## config.mk

```make
export PLATFORM = sky130hd
export DESIGN_NAME = pwmc_top
export DESIGN_NICKNAME = d
export VERILOG_FILES = /design/src/pkg/pwmc_pkg.sv /design/src/pwmc_prescale.sv /design/src/pwmc_channel.sv /design/src/pwmc_top.sv
export VERILOG_INCLUDE_DIRS = /design/src /design/src/pkg
export SDC_FILE = /design/constraint.sdc
export NUM_CORES = 1
export LEC_CHECK = 0
export BUFFER_PORTS_ARGS = -buffer_cell sky130_fd_sc_hd__buf_2
export CORE_AREA = 2 2 238 240
export CTS_CLUSTER_DIAMETER = 40
export CTS_CLUSTER_SIZE = 40
export DETAILED_ROUTE_END_ITERATION = 16
export DIE_AREA = 0 0 240 242
export GPL_TIMING_DRIVEN = 0
export PLACE_DENSITY = 0.72
export SYNTH_ARGS = -nofsm -noshare
export SYNTH_HDL_FRONTEND = slang
export SYNTH_SLANG_ARGS = --single-unit
```

## constraint.sdc

```tcl
create_clock -name CLK_SYS -period 6.9 [get_ports CLK_SYS]
set_input_delay 0.69 -clock CLK_SYS [delete_from_list [all_inputs] [get_ports CLK_SYS]]
set_output_delay 0.69 -clock CLK_SYS [all_outputs]
set_load 0.05 [all_outputs]
```

## src/pkg/pwmc_defs.svh

```systemverilog
// Register offsets, field positions, reset values, channel count and counter width
`ifndef PWMC_DEFS_SVH
`define PWMC_DEFS_SVH

// ---------------------------------------------------------------
// Register byte offsets and channel register word indices
// ---------------------------------------------------------------
`define PWMC_OFS_IRQ_ENABLE  8'h10
`define PWMC_OFS_IRQ_DISABLE 8'h14
`define PWMC_OFS_IRQ_MASK    8'h18
`define PWMC_OFS_IRQ_STATUS  8'h1C
`define PWMC_OFS_CH_BASE     8'h80
`define PWMC_CH_STRIDE_LOG2  5
`define PWMC_OFS_CH_MODE     3'h0
`define PWMC_OFS_CH_DUTY     3'h1
`define PWMC_OFS_CH_PERIOD   3'h2
`define PWMC_OFS_CH_COUNTER  3'h3
`define PWMC_OFS_CH_UPDATE   3'h4

// ---------------------------------------------------------------
// Channel mode field positions
// ---------------------------------------------------------------
`define PWMC_MODE_PRE_LSB    0
`define PWMC_MODE_ALIGN_BIT  8
`define PWMC_MODE_POL_BIT    9
`define PWMC_MODE_UPD_BIT    10

// ---------------------------------------------------------------
// Prescaler codes and reset values
// ---------------------------------------------------------------
`define PWMC_PRE_MAX_POW     4'hA
`define PWMC_PRE_CLK_A       4'hB
`define PWMC_PRE_CLK_B       4'hC
`define PWMC_RST_WORD        16'h0000
`define PWMC_NUM_CH          4
`define PWMC_CNT_W           16

`endif

```

## src/pkg/pwmc_pkg.sv

```systemverilog
// Types shared by the channel logic and the register file
package pwmc_pkg;

  // Per-channel mode settings
  typedef struct packed {
    logic       upd_period;   // Update target: 0 duty, 1 period
    logic       pol_high;     // Start level
    logic       center;       // Alignment
    logic [3:0] pre_sel;      // Counter clock source
  } pwmc_mode_t;

  // Channel counter direction state, one-hot
  typedef enum logic [1:0] {
    PWMC_UP   = 2'b01,
    PWMC_DOWN = 2'b10
  } pwmc_dir_t;

endpackage

```

## src/pwmc_prescale.sv

```systemverilog
// Master-clock prescaler giving power-of-two tick enables
`timescale 1ns/1ps
`include "pwmc_defs.svh"

module pwmc_prescale
(
  input  wire logic        clk,    // Master clock
  input  wire logic        rst,    // Synchronous reset
  output logic      [10:0] tick    // tick[k]: one pulse per 2**k cycles
);

  // ---------------------------------------------------------------
  // Free-running divide counter
  // ---------------------------------------------------------------
  logic [9:0] div_r;  // Ripple count

  always_ff @(posedge clk)
  begin
    if (rst)
      div_r <= 10'h000;
    else
      div_r <= div_r + 10'h001;
  end

  // Tick k fires when the low k bits are all ones
  genvar k;
  generate
    for (k = 0; k < 11; k++)
    begin : g_tick
      if (k == 0)
      begin : g_zero
        assign tick[k] = 1'b1;
      end
      else
      begin : g_pow
        assign tick[k] = &div_r[k-1:0];
      end
    end
  endgenerate

endmodule

```

## src/pwmc_channel.sv

```systemverilog
// One channel: counter, waveform and period-end pulse
`timescale 1ns/1ps
`include "pwmc_defs.svh"

module pwmc_channel
(
  input  wire logic                     clk,        // Master clock
  input  wire logic                     rst,        // Synchronous reset
  input  wire logic                     enable,     // Channel running
  input  wire logic                     start,      // Enable pulse
  input  wire logic                     cnt_tick,   // Counter clock enable
  input  wire pwmc_pkg::pwmc_mode_t     mode,       // Channel mode
  input  wire logic [15:0]              duty_in,    // Duty register
  input  wire logic [15:0]              period_in,  // Period register
  output logic      [15:0]              counter,    // Counter value
  output logic                          wave,       // Output level
  output logic                          period_end  // Period done pulse
);

  // ---------------------------------------------------------------
  // Counter and direction
  // ---------------------------------------------------------------
  pwmc_pkg::pwmc_dir_t dir_r;   // Count direction
  logic                at_top;  // Counter reached period
  logic                at_bot;  // Counter at one or zero
  logic                at_wrap; // Left count on its last step

  assign at_top = (counter >= period_in);
  assign at_bot = (counter == 16'h0001) || (counter == 16'h0000);
  // Left count shows 0..period-1, so one period is exactly period ticks
  assign at_wrap = (({1'b0, counter} + 17'h0_0001) >= {1'b0, period_in});

  // Period end: left wrap or end of down count
  assign period_end = enable && cnt_tick &&
                      (mode.center ? (dir_r == pwmc_pkg::PWMC_DOWN && at_bot)
                                   : at_wrap);

  // Counter walks on each tick
  always_ff @(posedge clk)
  begin
    if (rst || start)
    begin
      counter <= 16'h0000;
      dir_r   <= pwmc_pkg::PWMC_UP;
    end
    else if (enable && cnt_tick)
    begin
      case (dir_r)
        pwmc_pkg::PWMC_UP:
        begin
          if (at_top && mode.center)
          begin
            counter <= counter - 16'h0001;
            dir_r   <= pwmc_pkg::PWMC_DOWN;
          end
          else if (!mode.center && at_wrap)
            counter <= 16'h0000;
          else
            counter <= counter + 16'h0001;
        end
        pwmc_pkg::PWMC_DOWN:
        begin
          if (at_bot)
          begin
            counter <= 16'h0000;
            dir_r   <= pwmc_pkg::PWMC_UP;
          end
          else
            counter <= counter - 16'h0001;
        end
        default:
          dir_r <= pwmc_pkg::PWMC_UP;
      endcase
    end
  end

  // ---------------------------------------------------------------
  // Waveform: start level until counter meets duty
  // ---------------------------------------------------------------
  always_ff @(posedge clk)
  begin
    if (rst || !enable)
      wave <= mode.pol_high;
    else if (counter >= duty_in && !(dir_r == pwmc_pkg::PWMC_DOWN))
      wave <= ~mode.pol_high;
    else if (dir_r == pwmc_pkg::PWMC_DOWN && counter < duty_in)
      wave <= mode.pol_high;
    else if (counter < duty_in)
      wave <= mode.pol_high;
  end

endmodule

```

## src/pwmc_top.sv

```systemverilog
// Four-channel pulse-width modulator registers, counters and interrupt
//
// Summary of operation
// - Writing one disables that channel interrupt
// - Status flag set after completed period
// - Reading status clears returned flags
// - Codes 0-10 divide master clock by 2**n
// - Codes 11,12 pick divided clocks A, B
// - Bit 8 picks left or center alignment
// - Bit 9 picks the start level
// - Bit 10 routes update to duty or period
// - Only low 16 bits are significant
// - Left period is period times divisor
// - Center period is twice that
// - Counter clears when channel is enabled
// - Left mode clears counter at period
// - Counter register reads live counter
// - Update buffered until next period start
`timescale 1ns/1ps
`include "pwmc_defs.svh"

module pwmc_top
(
  input  wire logic        CLK_SYS,       // 40 MHz master clock
  input  wire logic        RST,           // Synchronous reset, high
  input  wire logic [7:0]  ADDR,          // Byte address
  input  wire logic [31:0] WDATA,         // Write data
  input  wire logic        WR,            // Write strobe
  input  wire logic        RD,            // Read strobe
  output logic      [31:0] RDATA,         // Read data, cycle after RD
  input  wire logic [3:0]  CH_ENABLE,     // Channel enabled levels
  input  wire logic [3:0]  CH_START,      // Enable write pulses
  input  wire logic        CLK_A_TICK,    // Divided clock A enable
  input  wire logic        CLK_B_TICK,    // Divided clock B enable
  input  wire logic [3:0]  IRQ_EN_SET,    // Interrupt enable pulses
  output logic      [3:0]  PWM_OUT,       // Channel waveforms
  output logic             IRQ            // Level interrupt
);

  // ---------------------------------------------------------------
  // Shared prescaler
  // ---------------------------------------------------------------
  logic [10:0] tick;  // Power-of-two enables

  pwmc_prescale u_pre
  (
    .clk  (CLK_SYS),
    .rst  (RST),
    .tick (tick)
  );

  // ---------------------------------------------------------------
  // Register storage
  // ---------------------------------------------------------------
  pwmc_pkg::pwmc_mode_t mode_r   [4];  // Channel mode
  logic [15:0]          duty_r   [4];  // Active duty
  logic [15:0]          period_r [4];  // Active period
  logic [15:0]          upd_r    [4];  // Pending update value
  logic [3:0]           upd_pend_r;    // Update waiting
  logic [3:0]           upd_tgt_r;     // Pending target: 1 period
  logic [3:0]           irq_mask_r;    // Enabled interrupts
  logic [3:0]           irq_stat_r;    // Sticky period flags
  logic [15:0]          counter  [4];  // Live counters
  logic [3:0]           wave;          // Raw waveforms
  logic [3:0]           pend;          // Period-end pulses
  logic [3:0]           cnt_tick;      // Selected counter ticks

  // Address decode
  logic       ch_hit;   // Channel window hit
  logic [1:0] ch_idx;   // Channel number
  logic [2:0] ch_reg;   // Register within channel
  logic       stat_rd;  // Status read this cycle

  assign ch_hit  = (ADDR[7] == 1'b1) && (ADDR[1:0] == 2'b00);
  assign ch_idx  = ADDR[6:5];
  assign ch_reg  = ADDR[4:2];
  assign stat_rd = RD && (ADDR == `PWMC_OFS_IRQ_STATUS);

  // ---------------------------------------------------------------
  // Per-channel clock select, counter and update
  // ---------------------------------------------------------------
  genvar c;
  generate
    for (c = 0; c < 4; c++)
    begin : g_ch
      logic ch_wr;  // Write to this channel

      assign ch_wr = WR && ch_hit && (ch_idx == 2'(c));

      // Counter clock source select
      always_comb
      begin
        case (mode_r[c].pre_sel)
          `PWMC_PRE_CLK_A: cnt_tick[c] = CLK_A_TICK;
          `PWMC_PRE_CLK_B: cnt_tick[c] = CLK_B_TICK;
          default:
          begin
            if (mode_r[c].pre_sel <= `PWMC_PRE_MAX_POW)
              cnt_tick[c] = tick[mode_r[c].pre_sel];
            else
              cnt_tick[c] = 1'b0;  // Reserved code stops counter
          end
        endcase
      end

      // Mode register
      always_ff @(posedge CLK_SYS)
      begin
        if (RST)
          mode_r[c] <= '0;
        else if (ch_wr && ch_reg == `PWMC_OFS_CH_MODE)
        begin
          mode_r[c].pre_sel    <= WDATA[3:0];
          mode_r[c].center     <= WDATA[`PWMC_MODE_ALIGN_BIT];
          mode_r[c].pol_high   <= WDATA[`PWMC_MODE_POL_BIT];
          mode_r[c].upd_period <= WDATA[`PWMC_MODE_UPD_BIT];
        end
      end

      // Duty, period and double-buffered update
      always_ff @(posedge CLK_SYS)
      begin
        if (RST)
        begin
          duty_r[c]     <= `PWMC_RST_WORD;
          period_r[c]   <= `PWMC_RST_WORD;
          upd_r[c]      <= `PWMC_RST_WORD;
          upd_pend_r[c] <= 1'b0;
          upd_tgt_r[c]  <= 1'b0;
        end
        else
        begin
          if (ch_wr && ch_reg == `PWMC_OFS_CH_DUTY)
            duty_r[c] <= WDATA[15:0];
          if (ch_wr && ch_reg == `PWMC_OFS_CH_PERIOD)
            period_r[c] <= WDATA[15:0];
          if (pend[c] && upd_pend_r[c])
          begin
            // Apply at next period start
            if (upd_tgt_r[c])
              period_r[c] <= upd_r[c];
            else
              duty_r[c] <= upd_r[c];
            upd_pend_r[c] <= 1'b0;
          end
          if (ch_wr && ch_reg == `PWMC_OFS_CH_UPDATE)
          begin
            upd_r[c]      <= WDATA[15:0];
            upd_tgt_r[c]  <= mode_r[c].upd_period;
            upd_pend_r[c] <= 1'b1;
          end
        end
      end

      pwmc_channel u_ch
      (
        .clk        (CLK_SYS),
        .rst        (RST),
        .enable     (CH_ENABLE[c]),
        .start      (CH_START[c]),
        .cnt_tick   (cnt_tick[c]),
        .mode       (mode_r[c]),
        .duty_in    (duty_r[c]),
        .period_in  (period_r[c]),
        .counter    (counter[c]),
        .wave       (wave[c]),
        .period_end (pend[c])
      );
    end
  endgenerate

  // ---------------------------------------------------------------
  // Interrupt mask: enable pulses set, disable writes clear
  // ---------------------------------------------------------------
  always_ff @(posedge CLK_SYS)
  begin
    if (RST)
      irq_mask_r <= 4'h0;
    else if (WR && ADDR == `PWMC_OFS_IRQ_ENABLE)
      irq_mask_r <= irq_mask_r | WDATA[3:0] | IRQ_EN_SET;
    else if (WR && ADDR == `PWMC_OFS_IRQ_DISABLE)
      irq_mask_r <= (irq_mask_r | IRQ_EN_SET) & ~WDATA[3:0];
    else
      irq_mask_r <= irq_mask_r | IRQ_EN_SET;
  end

  // ---------------------------------------------------------------
  // Sticky status: new events win over read clear
  // ---------------------------------------------------------------
  always_ff @(posedge CLK_SYS)
  begin
    if (RST)
      irq_stat_r <= 4'h0;
    else if (stat_rd)
      irq_stat_r <= pend;
    else
      irq_stat_r <= irq_stat_r | pend;
  end

  // ---------------------------------------------------------------
  // Read data, one cycle after strobe
  // ---------------------------------------------------------------
  always_ff @(posedge CLK_SYS)
  begin
    if (RST)
      RDATA <= 32'h0000_0000;
    else if (RD)
    begin
      RDATA <= 32'h0000_0000;  // Unmapped reads zero
      if (ADDR == `PWMC_OFS_IRQ_MASK)
        RDATA <= {28'h000_0000, irq_mask_r};
      else if (ADDR == `PWMC_OFS_IRQ_STATUS)
        RDATA <= {28'h000_0000, irq_stat_r};
      else if (ch_hit)
      begin
        case (ch_reg)
          `PWMC_OFS_CH_MODE:
            RDATA <= {21'h00_0000, mode_r[ch_idx].upd_period, mode_r[ch_idx].pol_high,
                      mode_r[ch_idx].center, 4'h0, mode_r[ch_idx].pre_sel};
          `PWMC_OFS_CH_DUTY:    RDATA <= {16'h0000, duty_r[ch_idx]};
          `PWMC_OFS_CH_PERIOD:  RDATA <= {16'h0000, period_r[ch_idx]};
          `PWMC_OFS_CH_COUNTER: RDATA <= {16'h0000, counter[ch_idx]};
          default:              RDATA <= 32'h0000_0000;
        endcase
      end
    end
    else
      RDATA <= 32'h0000_0000;
  end

  // ---------------------------------------------------------------
  // Registered outputs
  // ---------------------------------------------------------------
  always_ff @(posedge CLK_SYS)
  begin
    if (RST)
    begin
      PWM_OUT <= 4'h0;
      IRQ     <= 1'b0;
    end
    else
    begin
      PWM_OUT <= wave;
      IRQ     <= |(irq_stat_r & irq_mask_r);
    end
  end

endmodule

```

==> impl_results.md <==
* Crit Path Max Fanout at 16
* Port bufs at 56
* Crit. path cell count at 18
* Global placer's final weighted congestion at 1.03
* YS warnings at 0
* Syn Area/Cell at 9.47 um^2
* First-pass GRT wire length at 133 mm
* LEAKAGE at 11.8 nW
* Resized cells post-CTS at 0
* Final Skew at 42.6 ps
* Final ANT Viol Nets at 0
* Vias per cell at 6.22
* Clock Tree Buf Depth at 3
* Final period utilization at 0.893
* Total of max-cap violations at 0
* Grt ovf at 0
* Top cells by count, synth: inv_1 (244), edfxtp_1 (224), nand2_1 (219)
* Area share of the largest cell type after synthesis at 0.271
* Drt pass-1 iters at 8
* Fmax at 162 MHz
* Fin nets at 3023
* Pre-CTS setup slack at 885 ps
* Cell Area, Placed at 26100 um^2
* Total Routed Length at 91.3 mm
* Slew Viols, Final at 0
* Clk_lat worst skew at 640 ps
* Area contributors post-synth: edfxtp_1 (27%), ha_1 (11%), dfxtp_1 (9.6%), mux4_2 (5.4%), mux2i_1 (4.3%)
* Worst Tran Pin Value at 1380 ps
* Hold crit path type: in -> reg
* Outcome: finished, final reports clean
* Most frequent cell after synthesis: inv_1
* Post-synthesis sequential area ratio at 0.367
* CTS tree: yes
* Worst path bufs/invs at 4
* Die X at 240 um
* Largest net degree at the start of global routing at 19
* WP data required at 7160 ps
* Cells after synthesis at 2621
* Initial Util at 0.445
* CP peak stage delay at 560 ps
* Tmin final at 6160 ps
* Area leader, netlist: edfxtp_1
* CTS root buf: clkbuf_16
* Cell area after synthesis at 24800 um^2
* Launching element type of the critical path: flip-flop
* Initial antenna violation count at 3
* FF-to-FF path depth at 18
* Die ar. at 58100 um^2
* Maximum VDD drop at 0.188 mV
* Worst Setup EP: duty_r[0][12]
* # setup viols final at 0
* Crit path from: g_ch[0].u_ch.counter[2]
* Starting DRC count in detailed routing at 2873
* CP max-delay cell: or4_1
* CTS sink cnt at 343
* Layout overhead on the synthesized area at 13.3%
* FF-to-FF End: duty_r[0][12]
* WL per Instance at 25.7 um
* Clk slew on worst S/H paths at 70 ps
* Slew Limit Headroom at 0.0717
* Vias in the first global route at 20700
* Core Region at 55700 um^2
* Crit-path leading delay family: simple AND/OR/NAND/NOR gates
* Power per cell area at 209 nW/um^2
* Proportion of layout cells with a drive suffix above 1 at 0.113
* Hold Crit Depth at 5
* # IOs at 95
* Num CTS Buffers at 55
* # H-tree levels at 2
* Post-CTS Setup Bufs at 0
* Via count at 22100
* WP data arrival at 6420 ps
* Post-synth EDFFs at 224
* Critical Path End Type: flip-flop
* Synth Flop Type: edfxtp_1
* Die Y at 242 um
* #FFs+latches synth at 343
* Critical Path Most Common Cell: nor2_1
* Crit Reg-Reg Startpoint: g_ch[0].u_ch.counter[2]
* GRT Total Usage at 0.310
* Setup WS post-layout at 742 ps
* DRC Markers at 0
* Cell variety after synth at 93
* Worst R2R Setup Slack at 740 ps
* Final Hold Viols at 0
* Fraction of registers with async set/reset at 0
* CP Cell Sequence: clkbuf_1 > nand3_1 > nor2_1 > nand4_1 > nor2_1 > nand3_1 > xnor2_1 > ha_1 > inv_1 > or4_1 > a31oi_1 > nor4bb_1 > nor2_1 > o21ai_1 > or3_1 > buf_2 > buf_6 > nand2_1
* Num rows at 87
* RSZ-0062 raised after global routing: false
* Total Neg Setup Slack at 0 ps
* Final HPWL DP at 72.2 mm
* Setup Crit Path Kind: reg -> reg
* Post-CTS Hold Buffers at 0
* Fin area at 28100 um^2
[sequential cells by signal, summed over array words and instances (netlist names), 8 cells and up]
| signal | cells |
|---|---|
| g_ch.u_ch.dir_r | 8 |
| period_r | 64 |
| upd_r | 64 |
| g_ch.u_ch.counter | 64 |
| duty_r | 64 |
| u_pre.div_r | 10 |
| mode_r | 28 |
| RDATA | 16 |
[report_power, final]
group / internal [mW] / leakage (nW) / total (mW) / switching, mW
clock: 1.80 / 0.959 / 2.96 / 1.16
sequential: 2.26 / 3.15 / 2.35 / 0.0877
combinational: 0.190 / 7.73 / 0.566 / 0.376
[layout make-up]
class | instances | area (um^2)
diodes | 1 | 2.50
well taps | 756 | 946
repair buffers | 56 | 280
plain buffers | 177 | 845
fillers | 5077 | 27600
inverters | 244 | 916
clock inverters | 41 | 543
clock buffers | 63 | 1470
multi-input cells | 1872 | 14000
flip-flops and latches | 343 | 9110
[metal layers]
metal  share of wire  global-route usage  routed length [um]  vias up
li1                -                   -                   -     9780
met4           0.064               0.165                5860        6
met3            0.11              0.0704                9960      306
met5         0.00049                   0                  45        -
met2            0.44               0.469               39800     1405
met1            0.39               0.410               35700    10600
[worst min-delay path: cells and delay by family]
family	cells	cell delay (ps)
AO/OA/AOI/OAI	2	160
buffers and inverters	1	80
AND/OR/NAND/NOR	2	100
[how the worst min path moves through the flow]
stage / start / end / slack, ps
final: IRQ_EN_SET[3] / irq_mask_r[3] / 440
after global routing: CH_ENABLE[2] / g_ch[2].u_ch.wave / 450
after CTS: WDATA[13] / period_r[0][13] / 410
after detailed placement: mode_r[1][6] / upd_tgt_r[1] / 470
after global placement: mode_r[1][6] / upd_tgt_r[1] / 460
after floorplan: g_ch[0].u_ch.wave / PWM_OUT[0] / 430
[kinds of logic after synthesis]
logic type / share of synthesized area
AOI/OAI and AO/OA: 0.149
xor gates and xnor gates: 0.0293
adders and majority gates: 0.109
buffers and inverters: 0.0709
DFF: 0.367
muxes: 0.104
other: 0.000151
and+or+nand+nor: 0.171
[metrics by stage]
step | power (mW) | std cells | hold slack [ps] | utilization
floorplan | 2.70 | 2636 | 429 | -
global placement | 2.91 | 3448 | 463 | 0.468
detailed placement | 2.93 | 3448 | 469 | 0.468
CTS | 5.86 | 3552 | 413 | 0.504
global route | 6.00 | 3552 | 451 | 0.504
finish | 5.87 | 3553 | 438 | 0.505
[placed cells by master, fill, tap and decap left out, types with 15 or more instances in the layout]
cell         n
o21a_1      17
mux2i_1    107
a21o_1      37
inv_1      244
buf_4       21
nand4_1     44
and2_1      97
nand2b_1    22
nand2_1    219
a221oi_1    16
a21oi_1    127
xnor2_1     47
buf_2       80
ha_1       216
mux2_2      15
nand3_1     68
conb_1      16
mux4_2      59
nor2_1     171
edfxtp_1   224
dfxtp_1    119
clkbuf_1   110
a211oi_1    26
a22oi_1     30
nor2b_1     39
nor3_1      53
clkbuf_16   56
nor4_1      19
o211ai_1    21
xor2_1      36
buf_1       17
and3_1      20
o21ai_0    100
a22o_1      33
Note: power is estimated with default switching activity, not from simulation.
